$ cat src/gpiop_defines.vh
`ifndef GPIOP_DEFINES_VH
`define GPIOP_DEFINES_VH

// register byte offsets
`define GPIOP_OFF_DIR 12'h400
`define GPIOP_OFF_SENSE 12'h404
`define GPIOP_OFF_DUAL 12'h408
`define GPIOP_OFF_POL 12'h40C
`define GPIOP_OFF_MASK 12'h410
`define GPIOP_OFF_RAW 12'h414
`define GPIOP_OFF_MIS 12'h418
`define GPIOP_OFF_CLR 12'h41C
`define GPIOP_OFF_AFSEL 12'h420
`define GPIOP_OFF_DRV2 12'h500
`define GPIOP_OFF_DRV4 12'h504
`define GPIOP_OFF_DRV8 12'h508
`define GPIOP_OFF_ODR 12'h50C
`define GPIOP_OFF_PUR 12'h510
`define GPIOP_OFF_PDR 12'h514
`define GPIOP_OFF_SLR 12'h518
`define GPIOP_OFF_DEN 12'h51C
`define GPIOP_OFF_LOCK 12'h520
`define GPIOP_OFF_CR 12'h524
`define GPIOP_OFF_ID_BASE 12'hFD0

// data window: offsets 0x000..0x3FC
`define GPIOP_DATA_TOP 2'h0
// lock key and status
`define GPIOP_LOCK_KEY 32'h1ACCE551
`define GPIOP_LOCKED_VAL 32'h00000001
`define GPIOP_UNLOCKED_VAL 32'h00000000

// reset values
`define GPIOP_RST_ZERO 8'h00
`define GPIOP_RST_DRV2 8'hFF
`define GPIOP_RST_CR 8'hFF

`endif

$ cat src/gpiop_port.v
// Notes on behaviour
// [RULE1] direction 0 samples pad, 1 drives
// [RULE2] write mask from address bits 9:2
// [RULE3] data decodes over 256 word slots
// [RULE4] reads return zero for masked bits
// [RULE5] one interrupt line per port
// [RULE6] edge status latched until cleared
// [RULE7] level sources hold level until seen
// [RULE8] sense, dual-edge, polarity select trigger
// [RULE9] rising, falling or both edges
// [RULE10] high or low level detection
// [RULE11] mask gates pin onto interrupt line
// [RULE12] raw status ignores the mask
// [RULE13] masked status is raw and mask
// [RULE14] write one clears status bit
// [RULE15] software masks before retuning triggers
// [RULE16] alternate select hands pin to peripheral
// [RULE17] protected select needs unlock and commit
// [RULE18] ordinary pins reset undriven
// [RULE19] debug pins reset alternate, enabled, pulled
// [RULE20] any reset restores pin defaults
// [RULE21] drive 2, 4, 8 mA; slew 8 only
// [RULE22] read-only identification registers
// [RULE23] unpadded bits ignore writes
// [RULE24] debug commit bits reset to zero
// [RULE25] sense 0 edge; polarity 1 rising/high
// [RULE26] synchronise pins, compare with previous sample
module gpiop_port #(
	parameter WIDTH = 8,
	parameter [7:0] PAD_MASK = 8'hFF,
	parameter [7:0] DEBUG_MASK = 8'h00,
	parameter [31:0] ID_WORD0 = 32'h00000011,
	parameter [31:0] ID_WORD1 = 32'h00000022
) (
	// clock, reset, enable
	input wire core_clk,
	input wire rstn,
	input wire clk_en,
	// apb slave
	input wire psel,
	input wire penable,
	input wire pwrite,
	input wire [11:0] paddr,
	input wire [31:0] pwdata,
	output wire pready,
	output wire pslverr,
	output reg [31:0] prdata,
	// pads
	input wire [7:0] pad_in,
	output reg [7:0] pad_out,
	output reg [7:0] pad_oe,
	// pad configuration
	output reg [7:0] pad_pull_up,
	output reg [7:0] pad_pull_down,
	output reg [7:0] pad_open_drain,
	output reg [7:0] pad_digital_en,
	output reg [7:0] pad_drive_low,
	output reg [7:0] pad_drive_mid,
	output reg [7:0] pad_drive_high,
	output reg [7:0] pad_slew_ctl,
	// peripheral alternate functions
	input wire [7:0] alt_out,
	input wire [7:0] alt_oe,
	output reg [7:0] alt_in,
	// interrupt
	output reg port_irq
);

`include "gpiop_defines.vh"

// reset lifts through two flops so no register sees it change near an edge
reg rst_s1_r;
reg rst_s2_r;
wire rst_n_i;
always @(posedge core_clk or negedge rstn) begin
	if (!rstn) begin
		rst_s1_r <= 1'b0;
		rst_s2_r <= 1'b0;
	end else begin
		rst_s1_r <= 1'b1;
		rst_s2_r <= rst_s1_r;
	end
end
assign rst_n_i = rst_s2_r;

// pin data and direction
reg [7:0] data_r;
reg [7:0] pin_direction_r;
// interrupt configuration and status
reg [7:0] irq_sense_select_r;
reg [7:0] irq_dual_edge_r;
reg [7:0] irq_polarity_r;
reg [7:0] irq_enable_mask_r;
reg [7:0] irq_raw_status_r;
// mode and commit control
reg [7:0] alt_function_select_r;
reg [7:0] commit_enable_r;
// pad configuration
reg [7:0] digital_input_enable_r;
reg [7:0] pull_up_enable_r;
reg [7:0] pull_down_enable_r;
reg [7:0] open_drain_r;
reg [7:0] slew_r;
reg [7:0] drive_low_select_r;
reg [7:0] drive_mid_select_r;
reg [7:0] drive_high_select_r;
// lock state and input pipeline
reg locked_r;
reg [7:0] sync1_r;
reg [7:0] sync2_r;
reg [7:0] prev_r;

wire acc = psel & penable;
wire wr = acc & pwrite;
wire data_hit = (paddr[11:10] == `GPIOP_DATA_TOP); // [RULE3]
wire [7:0] amask = paddr[9:2];
wire [7:0] wb = pwdata[7:0] & PAD_MASK;

assign pready = 1'b1;
assign pslverr = 1'b0;

// word match; the two byte-address bits are ignored
function hit;
	input [11:0] a;
	input [11:0] off;
	begin
		hit = (a[11:2] == off[11:2]);
	end
endfunction

// drive strengths are exclusive across the three selects; a zero write can leave none set
function [7:0] upd_onehot;
	input [7:0] mine;
	input [7:0] v;
	begin
		upd_onehot = (mine & ~PAD_MASK) | v;
	end
endfunction

// edge and level detection, one copy per pin
wire [7:0] trig;
genvar g;
generate
	for (g = 0; g < 8; g = g + 1) begin : g_trig
		reg t;
		always @* begin
			if (irq_sense_select_r[g]) // [RULE25]
				t = (sync2_r[g] == irq_polarity_r[g]); // [RULE10]
			else if (irq_dual_edge_r[g])
				t = sync2_r[g] ^ prev_r[g]; // [RULE9]
			else if (irq_polarity_r[g])
				t = sync2_r[g] & ~prev_r[g];
			else
				t = ~sync2_r[g] & prev_r[g]; // [RULE8]
		end
		// unpadded bits never raise status
		assign trig[g] = t & PAD_MASK[g];
	end
endgenerate

// clear comes only from a write to the clear register
wire [7:0] clr = (wr && hit(paddr, `GPIOP_OFF_CLR)) ? wb : 8'h00;
// set wins over a same-cycle clear
wire [7:0] raw_nxt = (irq_raw_status_r & ~clr) | trig;
wire [7:0] masked = irq_raw_status_r & irq_enable_mask_r; // [RULE13]
// debug bits need unlock and commit; the others are always writable
wire [7:0] afsel_wr_ok = locked_r ? ~DEBUG_MASK : (commit_enable_r | ~DEBUG_MASK);

always @(posedge core_clk or negedge rst_n_i) begin
	// every pin, ordinary or debug, returns to its default here
	if (!rst_n_i) begin // [RULE20]
		data_r <= `GPIOP_RST_ZERO;
		pin_direction_r <= `GPIOP_RST_ZERO;
		irq_sense_select_r <= `GPIOP_RST_ZERO;
		irq_dual_edge_r <= `GPIOP_RST_ZERO;
		irq_polarity_r <= `GPIOP_RST_ZERO;
		irq_enable_mask_r <= `GPIOP_RST_ZERO;
		irq_raw_status_r <= `GPIOP_RST_ZERO;
		alt_function_select_r <= DEBUG_MASK; // [RULE18] [RULE19]
		digital_input_enable_r <= DEBUG_MASK;
		pull_up_enable_r <= DEBUG_MASK;
		pull_down_enable_r <= `GPIOP_RST_ZERO;
		open_drain_r <= `GPIOP_RST_ZERO;
		slew_r <= `GPIOP_RST_ZERO;
		drive_low_select_r <= `GPIOP_RST_DRV2;
		drive_mid_select_r <= `GPIOP_RST_ZERO;
		drive_high_select_r <= `GPIOP_RST_ZERO;
		commit_enable_r <= `GPIOP_RST_CR & ~DEBUG_MASK; // [RULE24]
		locked_r <= 1'b1;
		sync1_r <= 8'h00;
		sync2_r <= 8'h00;
		prev_r <= 8'h00;
		prdata <= 32'h00000000;
		port_irq <= 1'b0;
	// clock enable low freezes every register but the reset synchroniser, pad synchronisers included
	end else if (clk_en) begin
		sync1_r <= pad_in;
		sync2_r <= sync1_r; // [RULE26]
		prev_r <= sync2_r;
		// set wins over a same-cycle clear
		irq_raw_status_r <= raw_nxt; // [RULE6] [RULE12] [RULE14]
		port_irq <= |(raw_nxt & irq_enable_mask_r); // [RULE5] [RULE11]
		// input bits capture pad level, output bits hold written value
		data_r <= (data_r & pin_direction_r) | (sync2_r & ~pin_direction_r & PAD_MASK); // [RULE1]
		if (wr && data_hit)
			data_r <= (data_r & ~(amask & pin_direction_r & PAD_MASK)) |
				(wb & amask & pin_direction_r) |
				(sync2_r & ~pin_direction_r & PAD_MASK); // [RULE2] [RULE23]
		if (wr) begin
			if (hit(paddr, `GPIOP_OFF_DIR))
				pin_direction_r <= wb;
			if (hit(paddr, `GPIOP_OFF_SENSE))
				irq_sense_select_r <= wb;
			if (hit(paddr, `GPIOP_OFF_DUAL))
				irq_dual_edge_r <= wb;
			if (hit(paddr, `GPIOP_OFF_POL))
				irq_polarity_r <= wb;
			if (hit(paddr, `GPIOP_OFF_MASK))
				irq_enable_mask_r <= wb;
			if (hit(paddr, `GPIOP_OFF_AFSEL))
				alt_function_select_r <= (alt_function_select_r & ~afsel_wr_ok) |
					(wb & afsel_wr_ok); // [RULE17]
			if (hit(paddr, `GPIOP_OFF_DRV2)) begin
				drive_low_select_r <= upd_onehot(drive_low_select_r, wb); // [RULE21]
				drive_mid_select_r <= drive_mid_select_r & ~wb;
				drive_high_select_r <= drive_high_select_r & ~wb;
			end
			if (hit(paddr, `GPIOP_OFF_DRV4)) begin
				drive_mid_select_r <= upd_onehot(drive_mid_select_r, wb);
				drive_low_select_r <= drive_low_select_r & ~wb;
				drive_high_select_r <= drive_high_select_r & ~wb;
			end
			if (hit(paddr, `GPIOP_OFF_DRV8)) begin
				drive_high_select_r <= upd_onehot(drive_high_select_r, wb);
				drive_low_select_r <= drive_low_select_r & ~wb;
				drive_mid_select_r <= drive_mid_select_r & ~wb;
			end
			if (hit(paddr, `GPIOP_OFF_ODR))
				open_drain_r <= wb;
			if (hit(paddr, `GPIOP_OFF_PUR)) begin
				pull_up_enable_r <= wb;
				pull_down_enable_r <= pull_down_enable_r & ~wb;
			end
			if (hit(paddr, `GPIOP_OFF_PDR)) begin
				pull_down_enable_r <= wb;
				pull_up_enable_r <= pull_up_enable_r & ~wb;
			end
			if (hit(paddr, `GPIOP_OFF_SLR))
				slew_r <= wb;
			if (hit(paddr, `GPIOP_OFF_DEN))
				digital_input_enable_r <= wb;
			// any value other than the key locks again
			if (hit(paddr, `GPIOP_OFF_LOCK))
				locked_r <= (pwdata != `GPIOP_LOCK_KEY);
			if (hit(paddr, `GPIOP_OFF_CR) && !locked_r)
				commit_enable_r <= (commit_enable_r & ~DEBUG_MASK) | (wb & DEBUG_MASK);
		end
		// read data registered while setup phase is seen
		if (psel && !penable && !pwrite) begin
			// unmapped addresses read as zero
			prdata <= 32'h00000000;
			if (data_hit)
				prdata <= {24'h000000, data_r & amask & PAD_MASK}; // [RULE4]
			else if (hit(paddr, `GPIOP_OFF_DIR))
				prdata <= {24'h000000, pin_direction_r};
			else if (hit(paddr, `GPIOP_OFF_SENSE))
				prdata <= {24'h000000, irq_sense_select_r};
			else if (hit(paddr, `GPIOP_OFF_DUAL))
				prdata <= {24'h000000, irq_dual_edge_r};
			else if (hit(paddr, `GPIOP_OFF_POL))
				prdata <= {24'h000000, irq_polarity_r};
			else if (hit(paddr, `GPIOP_OFF_MASK))
				prdata <= {24'h000000, irq_enable_mask_r};
			else if (hit(paddr, `GPIOP_OFF_RAW))
				prdata <= {24'h000000, irq_raw_status_r};
			else if (hit(paddr, `GPIOP_OFF_MIS))
				prdata <= {24'h000000, masked};
			else if (hit(paddr, `GPIOP_OFF_AFSEL))
				prdata <= {24'h000000, alt_function_select_r};
			else if (hit(paddr, `GPIOP_OFF_DRV2))
				prdata <= {24'h000000, drive_low_select_r};
			else if (hit(paddr, `GPIOP_OFF_DRV4))
				prdata <= {24'h000000, drive_mid_select_r};
			else if (hit(paddr, `GPIOP_OFF_DRV8))
				prdata <= {24'h000000, drive_high_select_r};
			else if (hit(paddr, `GPIOP_OFF_ODR))
				prdata <= {24'h000000, open_drain_r};
			else if (hit(paddr, `GPIOP_OFF_PUR))
				prdata <= {24'h000000, pull_up_enable_r};
			else if (hit(paddr, `GPIOP_OFF_PDR))
				prdata <= {24'h000000, pull_down_enable_r};
			else if (hit(paddr, `GPIOP_OFF_SLR))
				prdata <= {24'h000000, slew_r};
			else if (hit(paddr, `GPIOP_OFF_DEN))
				prdata <= {24'h000000, digital_input_enable_r};
			else if (hit(paddr, `GPIOP_OFF_LOCK))
				prdata <= locked_r ? `GPIOP_LOCKED_VAL : `GPIOP_UNLOCKED_VAL;
			else if (hit(paddr, `GPIOP_OFF_CR))
				prdata <= {24'h000000, commit_enable_r};
			// identification words are fixed by parameter
			else if (hit(paddr, `GPIOP_OFF_ID_BASE))
				prdata <= ID_WORD0; // [RULE22]
			else if (hit(paddr, `GPIOP_OFF_ID_BASE + 12'h004))
				prdata <= ID_WORD1;
		end
	end
end

// pad muxing, one copy per pin
wire [7:0] pad_out_w;
wire [7:0] pad_oe_w;
generate
	for (g = 0; g < 8; g = g + 1) begin : g_pad
		wire out_sel = alt_function_select_r[g] ? alt_out[g] : data_r[g]; // [RULE16]
		wire oe_sel = alt_function_select_r[g] ? alt_oe[g] : pin_direction_r[g];
		// open drain only pulls low; a high is left to the pull-up
		assign pad_out_w[g] = open_drain_r[g] ? 1'b0 : out_sel;
		assign pad_oe_w[g] = (open_drain_r[g] ? oe_sel & ~out_sel : oe_sel) & PAD_MASK[g];
	end
endgenerate

always @* begin
	pad_out = pad_out_w;
	pad_oe = pad_oe_w;
	// peripheral sees the synchronised level only with input enabled
	alt_in = sync2_r & digital_input_enable_r;
	// pad configuration straight from registers, unpadded bits held off
	pad_pull_up = pull_up_enable_r & PAD_MASK;
	pad_pull_down = pull_down_enable_r & PAD_MASK;
	pad_open_drain = open_drain_r & PAD_MASK;
	pad_digital_en = digital_input_enable_r & PAD_MASK;
	pad_drive_low = drive_low_select_r & PAD_MASK;
	pad_drive_mid = drive_mid_select_r & PAD_MASK;
	pad_drive_high = drive_high_select_r & PAD_MASK;
	// slew only meaningful at high drive
	pad_slew_ctl = slew_r & drive_high_select_r & PAD_MASK; // [RULE21]
end

endmodule // gpiop_port

$ cat config.mk
export PLATFORM = sky130hd
export DESIGN_NAME = gpiop_port
export DESIGN_NICKNAME = d
export VERILOG_FILES = /design/src/gpiop_port.v
export VERILOG_INCLUDE_DIRS = /design/src /design/src/src
export SDC_FILE = /design/constraint.sdc
export NUM_CORES = 1
export LEC_CHECK = 0
export BUFFER_PORTS_ARGS = -buffer_cell sky130_fd_sc_hd__buf_4
export CORE_ASPECT_RATIO = 1.2
export CORE_UTILIZATION = 40
export CTS_CLUSTER_SIZE = 40
export DETAILED_ROUTE_END_ITERATION = 8
export SKIP_CTS_REPAIR_TIMING = 1
export SYNTH_ARGS = -nofsm -noshare
export SYNTH_HDL_FRONTEND = slang
export SYNTH_SLANG_ARGS = --single-unit
$ cat constraint.sdc
create_clock -name core_clk -period 5.8 [get_ports core_clk]
set_clock_uncertainty 0.1 [all_clocks]
set_input_delay 0.29 -clock core_clk [delete_from_list [all_inputs] [get_ports core_clk]]
set_output_delay 0.29 -clock core_clk [all_outputs]
set_load 0.03 [all_outputs]
Word-level counts from Yosys, hierarchy flattened
Cells that the tools add are included.
{"block": "classes", "n_bitwise": 83, "magnitude_cmp": 0, "reduce_logical": 23, "n_eq_ne": 30, "n_mul": 0, "addsub": 0, "shifts": 0, "div_mod_pow": 0, "muxes": 93}
{"op": "two-way mux 8 bit", "count": 34}
{"op": "equality test 10 x 9 -> 1 bit, second input constant", "count": 19}
{"op": "AND 8 bit", "count": 17}
{"op": "two-way mux 1 bit", "count": 57}
{"op": "AND reduction 3 bit", "count": 12}
{"op": "!= test 32 x 29 -> 1 bit, second input constant", "count": 1}
{"op": "inverter 8 bit", "count": 4}
{"op": "OR 8 bit", "count": 4}
{"op": "AND 1 bit", "count": 26}
{"op": "inverter 1 bit", "count": 24}
{"op": "equality test 10 bit, second input constant", "count": 2}
{"op": "two-way mux 6 bit", "count": 2}
{"op": "equality test 1 bit", "count": 8}
{"op": "OR reduction 8 bit", "count": 1}
{"op": "XOR 1 bit", "count": 8}
{"op": "logical AND 1 bit", "count": 4}
{"op": "nonzero test 3 bit", "count": 1}
{"op": "zero test 1 bit", "count": 2}
{"op": "zero test 2 bit", "count": 1}
{"op": "AND reduction 2 bit", "count": 1}
{"op": "nonzero test 2 bit", "count": 1}
{"block": "totals", "regBits": 188, "rom_bits": 0, "latchBits": 0, "memories": 0, "mem_bits_rw": 0}

Depth between registers and ports, before layout
{"block": "depth", "ltp_word": 22, "mapped_depth": 10}

Worst setup path before layout
No wires, ideal clock.
{"block": "synth_timing", "kind": "input -> register", "start": "in paddr[5]", "end": "reg prdata[1]", "path_stages": 8, "required_time_ns": 5.574, "arrival_ns": 2.030, "path_slack_ns": 3.543, "path_cell_list": "clkbuf_1 -> or2_2 -> clkbuf_1 -> or3_1 -> buf_4 -> o22ai_1 -> o22ai_1 -> a221o_1"}
{"block": "synth_via", "elab_chain_len": 22, "elab_cells_between_ends": 41, "classes_between": "eq/ne: 20; mux: 21"}
{"element": "start, declared", "line_no": "gpiop_port.v:43", "source": "input wire [11:0] paddr,"}
{"element": "equality test 10 bit", "line_no": "gpiop_port.v:127", "source": "hit = (a[11:2] == off[11:2]);"}
{"element": "two-way mux 6 bit", "line_no": "gpiop_port.v:303", "source": "else if (hit(paddr, `GPIOP_OFF_ID_BASE + 12'h004))"}
{"element": "two-way mux 6 bit", "line_no": "gpiop_port.v:301", "source": "else if (hit(paddr, `GPIOP_OFF_ID_BASE))"}
{"element": "two-way mux 8 bit", "line_no": "gpiop_port.v:298", "source": "else if (hit(paddr, `GPIOP_OFF_CR))"}
{"element": "two-way mux 8 bit", "line_no": "gpiop_port.v:296", "source": "else if (hit(paddr, `GPIOP_OFF_LOCK))"}
{"element": "two-way mux 8 bit", "line_no": "gpiop_port.v:294", "source": "else if (hit(paddr, `GPIOP_OFF_DEN))"}
{"element": "two-way mux 8 bit", "line_no": "gpiop_port.v:292", "source": "else if (hit(paddr, `GPIOP_OFF_SLR))"}
{"element": "two-way mux 8 bit", "line_no": "gpiop_port.v:290", "source": "else if (hit(paddr, `GPIOP_OFF_PDR))"}
{"element": "[... 6 more ...]"}
{"element": "two-way mux 8 bit", "line_no": "gpiop_port.v:276", "source": "else if (hit(paddr, `GPIOP_OFF_MIS))"}
{"element": "two-way mux 8 bit", "line_no": "gpiop_port.v:274", "source": "else if (hit(paddr, `GPIOP_OFF_RAW))"}
{"element": "two-way mux 8 bit", "line_no": "gpiop_port.v:272", "source": "else if (hit(paddr, `GPIOP_OFF_MASK))"}
{"element": "two-way mux 8 bit", "line_no": "gpiop_port.v:270", "source": "else if (hit(paddr, `GPIOP_OFF_POL))"}
{"element": "two-way mux 8 bit", "line_no": "gpiop_port.v:268", "source": "else if (hit(paddr, `GPIOP_OFF_DUAL))"}
{"element": "two-way mux 8 bit", "line_no": "gpiop_port.v:266", "source": "else if (hit(paddr, `GPIOP_OFF_SENSE))"}
{"element": "two-way mux 8 bit (*)", "line_no": "gpiop_port.v:264", "source": "else if (hit(paddr, `GPIOP_OFF_DIR))"}
{"element": "two-way mux 8 bit (*)", "line_no": "gpiop_port.v:262", "source": "if (data_hit)"}
{"element": "end signal, assigned", "line_no": "gpiop_port.v:263", "source": "prdata <= {24'h000000, data_r & amask & PAD_MASK};"}
{"element": "end signal, assigned", "line_no": "gpiop_port.v:265", "source": "prdata <= {24'h000000, pin_direction_r};"}
{"element": "end signal, assigned", "line_no": "gpiop_port.v:267", "source": "prdata <= {24'h000000, irq_sense_select_r};"}
{"element": "end, declared", "line_no": "gpiop_port.v:47", "source": "output reg [31:0] prdata,"}
Mark *: on every way between the ends. The rest lies on a longest branch, timed or not.
A chain may end at the register's enable or synchronous reset.

Worst setup path in the final report
{"block": "layout_timing", "start": "in paddr[2]", "end": "reg irq_enable_mask_r[4]"}
{"block": "layout_via", "elab_chain_len": 2}
{"element": "equality test 10 x 9 -> 1 bit", "line_no": "gpiop_port.v:127"}
{"element": "AND reduction 3 bit (no line)"}
{"element": "end signal, assigned", "line_no": "gpiop_port.v:177", "source": "irq_enable_mask_r <= `GPIOP_RST_ZERO;"}
{"element": "end signal, assigned", "line_no": "gpiop_port.v:219", "source": "irq_enable_mask_r <= wb;"}
{"element": "end, declared", "line_no": "gpiop_port.v:93", "source": "reg [7:0] irq_enable_mask_r;"}
No other way between the ends.

==> run metrics <==
status=completed; initial antenna violation count=1; unique cell type count in the Yosys netlist=69; worst r2r dst=port_irq; GR Util met3=6.37%; Yosys top cell by area=dfrtp_1; setup violators final=0; proportion of layout cells with a drive suffix above 1=24.1%; Slew Limit Fails=0; routed wire length=36500 um; later-pin clock latency in the skew report=0.44 ns; H-tree levels=4; DR WL/cell=23.3 um; syn_area_per_cell=8.93 um2; Worst setup SP type=primary input; DPL Wire Length=26100 um; max-capacitance violation count=0; vias in the first global route=8610; slowest stage delay, CP=0.68 ns; Max transition margin=26.2%; CTS max path bufs=2; gr ovfl total=0; first-pass GRT wire length=54400 um; largest net degree at the start of global routing=64; flop2flop setup slack=3.29 ns; Die Y=174 um; arrival time worst endpoint=3.01 ns; number of flops mapped to enable cells by yosys=0; Largest delay share family, worst path=simple AND/OR/NAND/NOR gates; Die ar.=25200 um2; Die X=145 um; CTS clk-pin slew, worst paths=0.07 ns; Setup TNS=0 ns; crit-path cells=buf_4, buf_4, nor2_1, nand2_1, nor3_2, mux2_2; placed instance area=11200 um2; CTS Buf Count=17; DR pass1 iterations=8; ANT cells=0; Tmin final=2.79 ns; RSZ-0062 raised after global routing=no; Final Instance Area=11900 um2; Synth Register Bits=164; total track usage=29.0%; CTS tree=done; FF-to-FF path depth=8; Fin. Hold Viols=0; Hold/Removal Path Class=primary input to async pin; GRT Max-Usage Layer=met2; # rows=62; port bufs=168; top post-synthesis cells by count=dfrtp_1, nand2_1, o21ai_0; main flop type after synthesis=dfrtp_1; Critical Path Slowest Stage Cell=nor2_1; Slew @ Worst Pin=1.10 ns; largest cells by area after synthesis=dfrtp_1, mux2_2, o21ai_0; most common cell in the netlist=dfrtp_1; total number of vias=8947; # clock sinks=164; Yosys warnings=0; static leakage=5.46 nW; Power Total=2.87 mW; Worst Path Required=6.02 ns; Mapped Area=9810 um2; most frequent cell on the critical path=buf_4; Async SR Flop Fraction=100%; Starting DRT DRC Count=849; final net count=1324; Worst Path Buf+Inv=2; post-route ant nets=0; Max Fclk=0.358 GHz; P per Cell Area=242 nW/um2; RD Place Congestion=0.998; initial core utilization=40.9%; Top-Level Pins=197; post-synth top area share=39.5%; DRC Markers=0; crit path kind=primary input to flip-flop; met1 Use GR=37.1%; Clk Tree Root Cell=clkbuf_16; final period utilization=48.1%; CP endpoint kind=flip-flop; Avg Vias per Cell=5.71; Syn Inst Count=1098; Seq/Total Area, Yosys=42.0%; Area Overhead vs Synth=21.0%; crit-path max FO=52; RR Startpoint=sync2_r[3]; met2 Resource Use GR=47.9%; CORE AREA=24000 um2; Max VDD drop=0.000206 V
-- per-layer routing --
layer	routed length (um)	share of wire, %
met4	1180	3.2
met5	8	0.022
met2	17600	48
met1	14900	41
met3	2890	7.9
-- worst max path at each step --
stage | start | endpoint | slack, ns | depth (start not counted)
floorplan | rst_n_i | alt_function_select_r[0] | 0.81 | 0
global placement | paddr[2] | port_irq | 2.64 | 6
detailed placement | paddr[2] | port_irq | 2.57 | 6
CTS | paddr[2] | port_irq | 3.01 | 6
global route | paddr[11] | port_irq | 2.83 | 7
finish | paddr[2] | irq_enable_mask_r[4] | 3.01 | 6
-- power by group --
group / internal, mW / switching (mW)
Combinational: 0.152 / 0.269
Clock: 0.657 / 0.548
Sequential: 1.19 / 0.0596
Total: 2.00 / 0.877
-- cell families after synthesis --
family,share of synthesized area [%]
AO/OA/AOI/OAI,18.4
buffers and inverters,6.14
other,0.0766
flip-flops,42.0
AND/OR/NAND/NOR,18.2
multiplexers,12.4
XOR/XNOR,0.714
adder cells (fa/ha/maj),2.04
-- cell type report --
cell class / count / area, um2
Timing Repair Buffer: 187 / 1430
Fill cell: 2305 / 12100
Clock inverter: 15 / 193
Multi-Input combinational cell: 831 / 5190
Tap cell: 320 / 400
Inverter: 33 / 124
Sequential cell: 164 / 4120
Clock buffer: 17 / 425
-- worst reg2reg max path, delay by kind of cell, from the launching register on --
kind,cells,cell delay [ns]
compound gates,5,1.27
flops,1,0.58
fa+ha+maj,1,0.20
buf+inv,1,0.12
simple gates,1,0.12
-- cell usage in the layout (no fill, tap or decap), drive strengths merged, types with 6 or more instances in the layout --
cell type and n:
a211o 8, a21oi 54, a221oi 6, a22o 8
a22oi 6, a31oi 12, a32oi 6, and2 20
buf 178, clkbuf 17, conb 27, dfrtp 155
dfstp 9, dlygate4sd3 9, ha 16, inv 40
mux2 60, mux2i 43, nand2 151, nand2b 8
nand3 20, nand4 6, nor2 100, nor2b 20
nor3 22, o21ai 135, o22a 7, o22ai 17
xnor2 8
-- through the flow --
step           hold slack [ns]  utilization [%]  std cells  setup WS [ns]
3_5_place_dp           -0.0270             46.6       1526           2.57
3_3_place_gp           -0.0269             46.6       1526           2.64
4_1_cts                 -0.502             49.2       1558           3.01
5_1_grt                 0.0736             49.5       1567           2.83
6_report                0.0510             49.5       1567           3.01
2_1_floorplan           -0.106                -       1123          0.808
(Power assumes the default switching activity.)
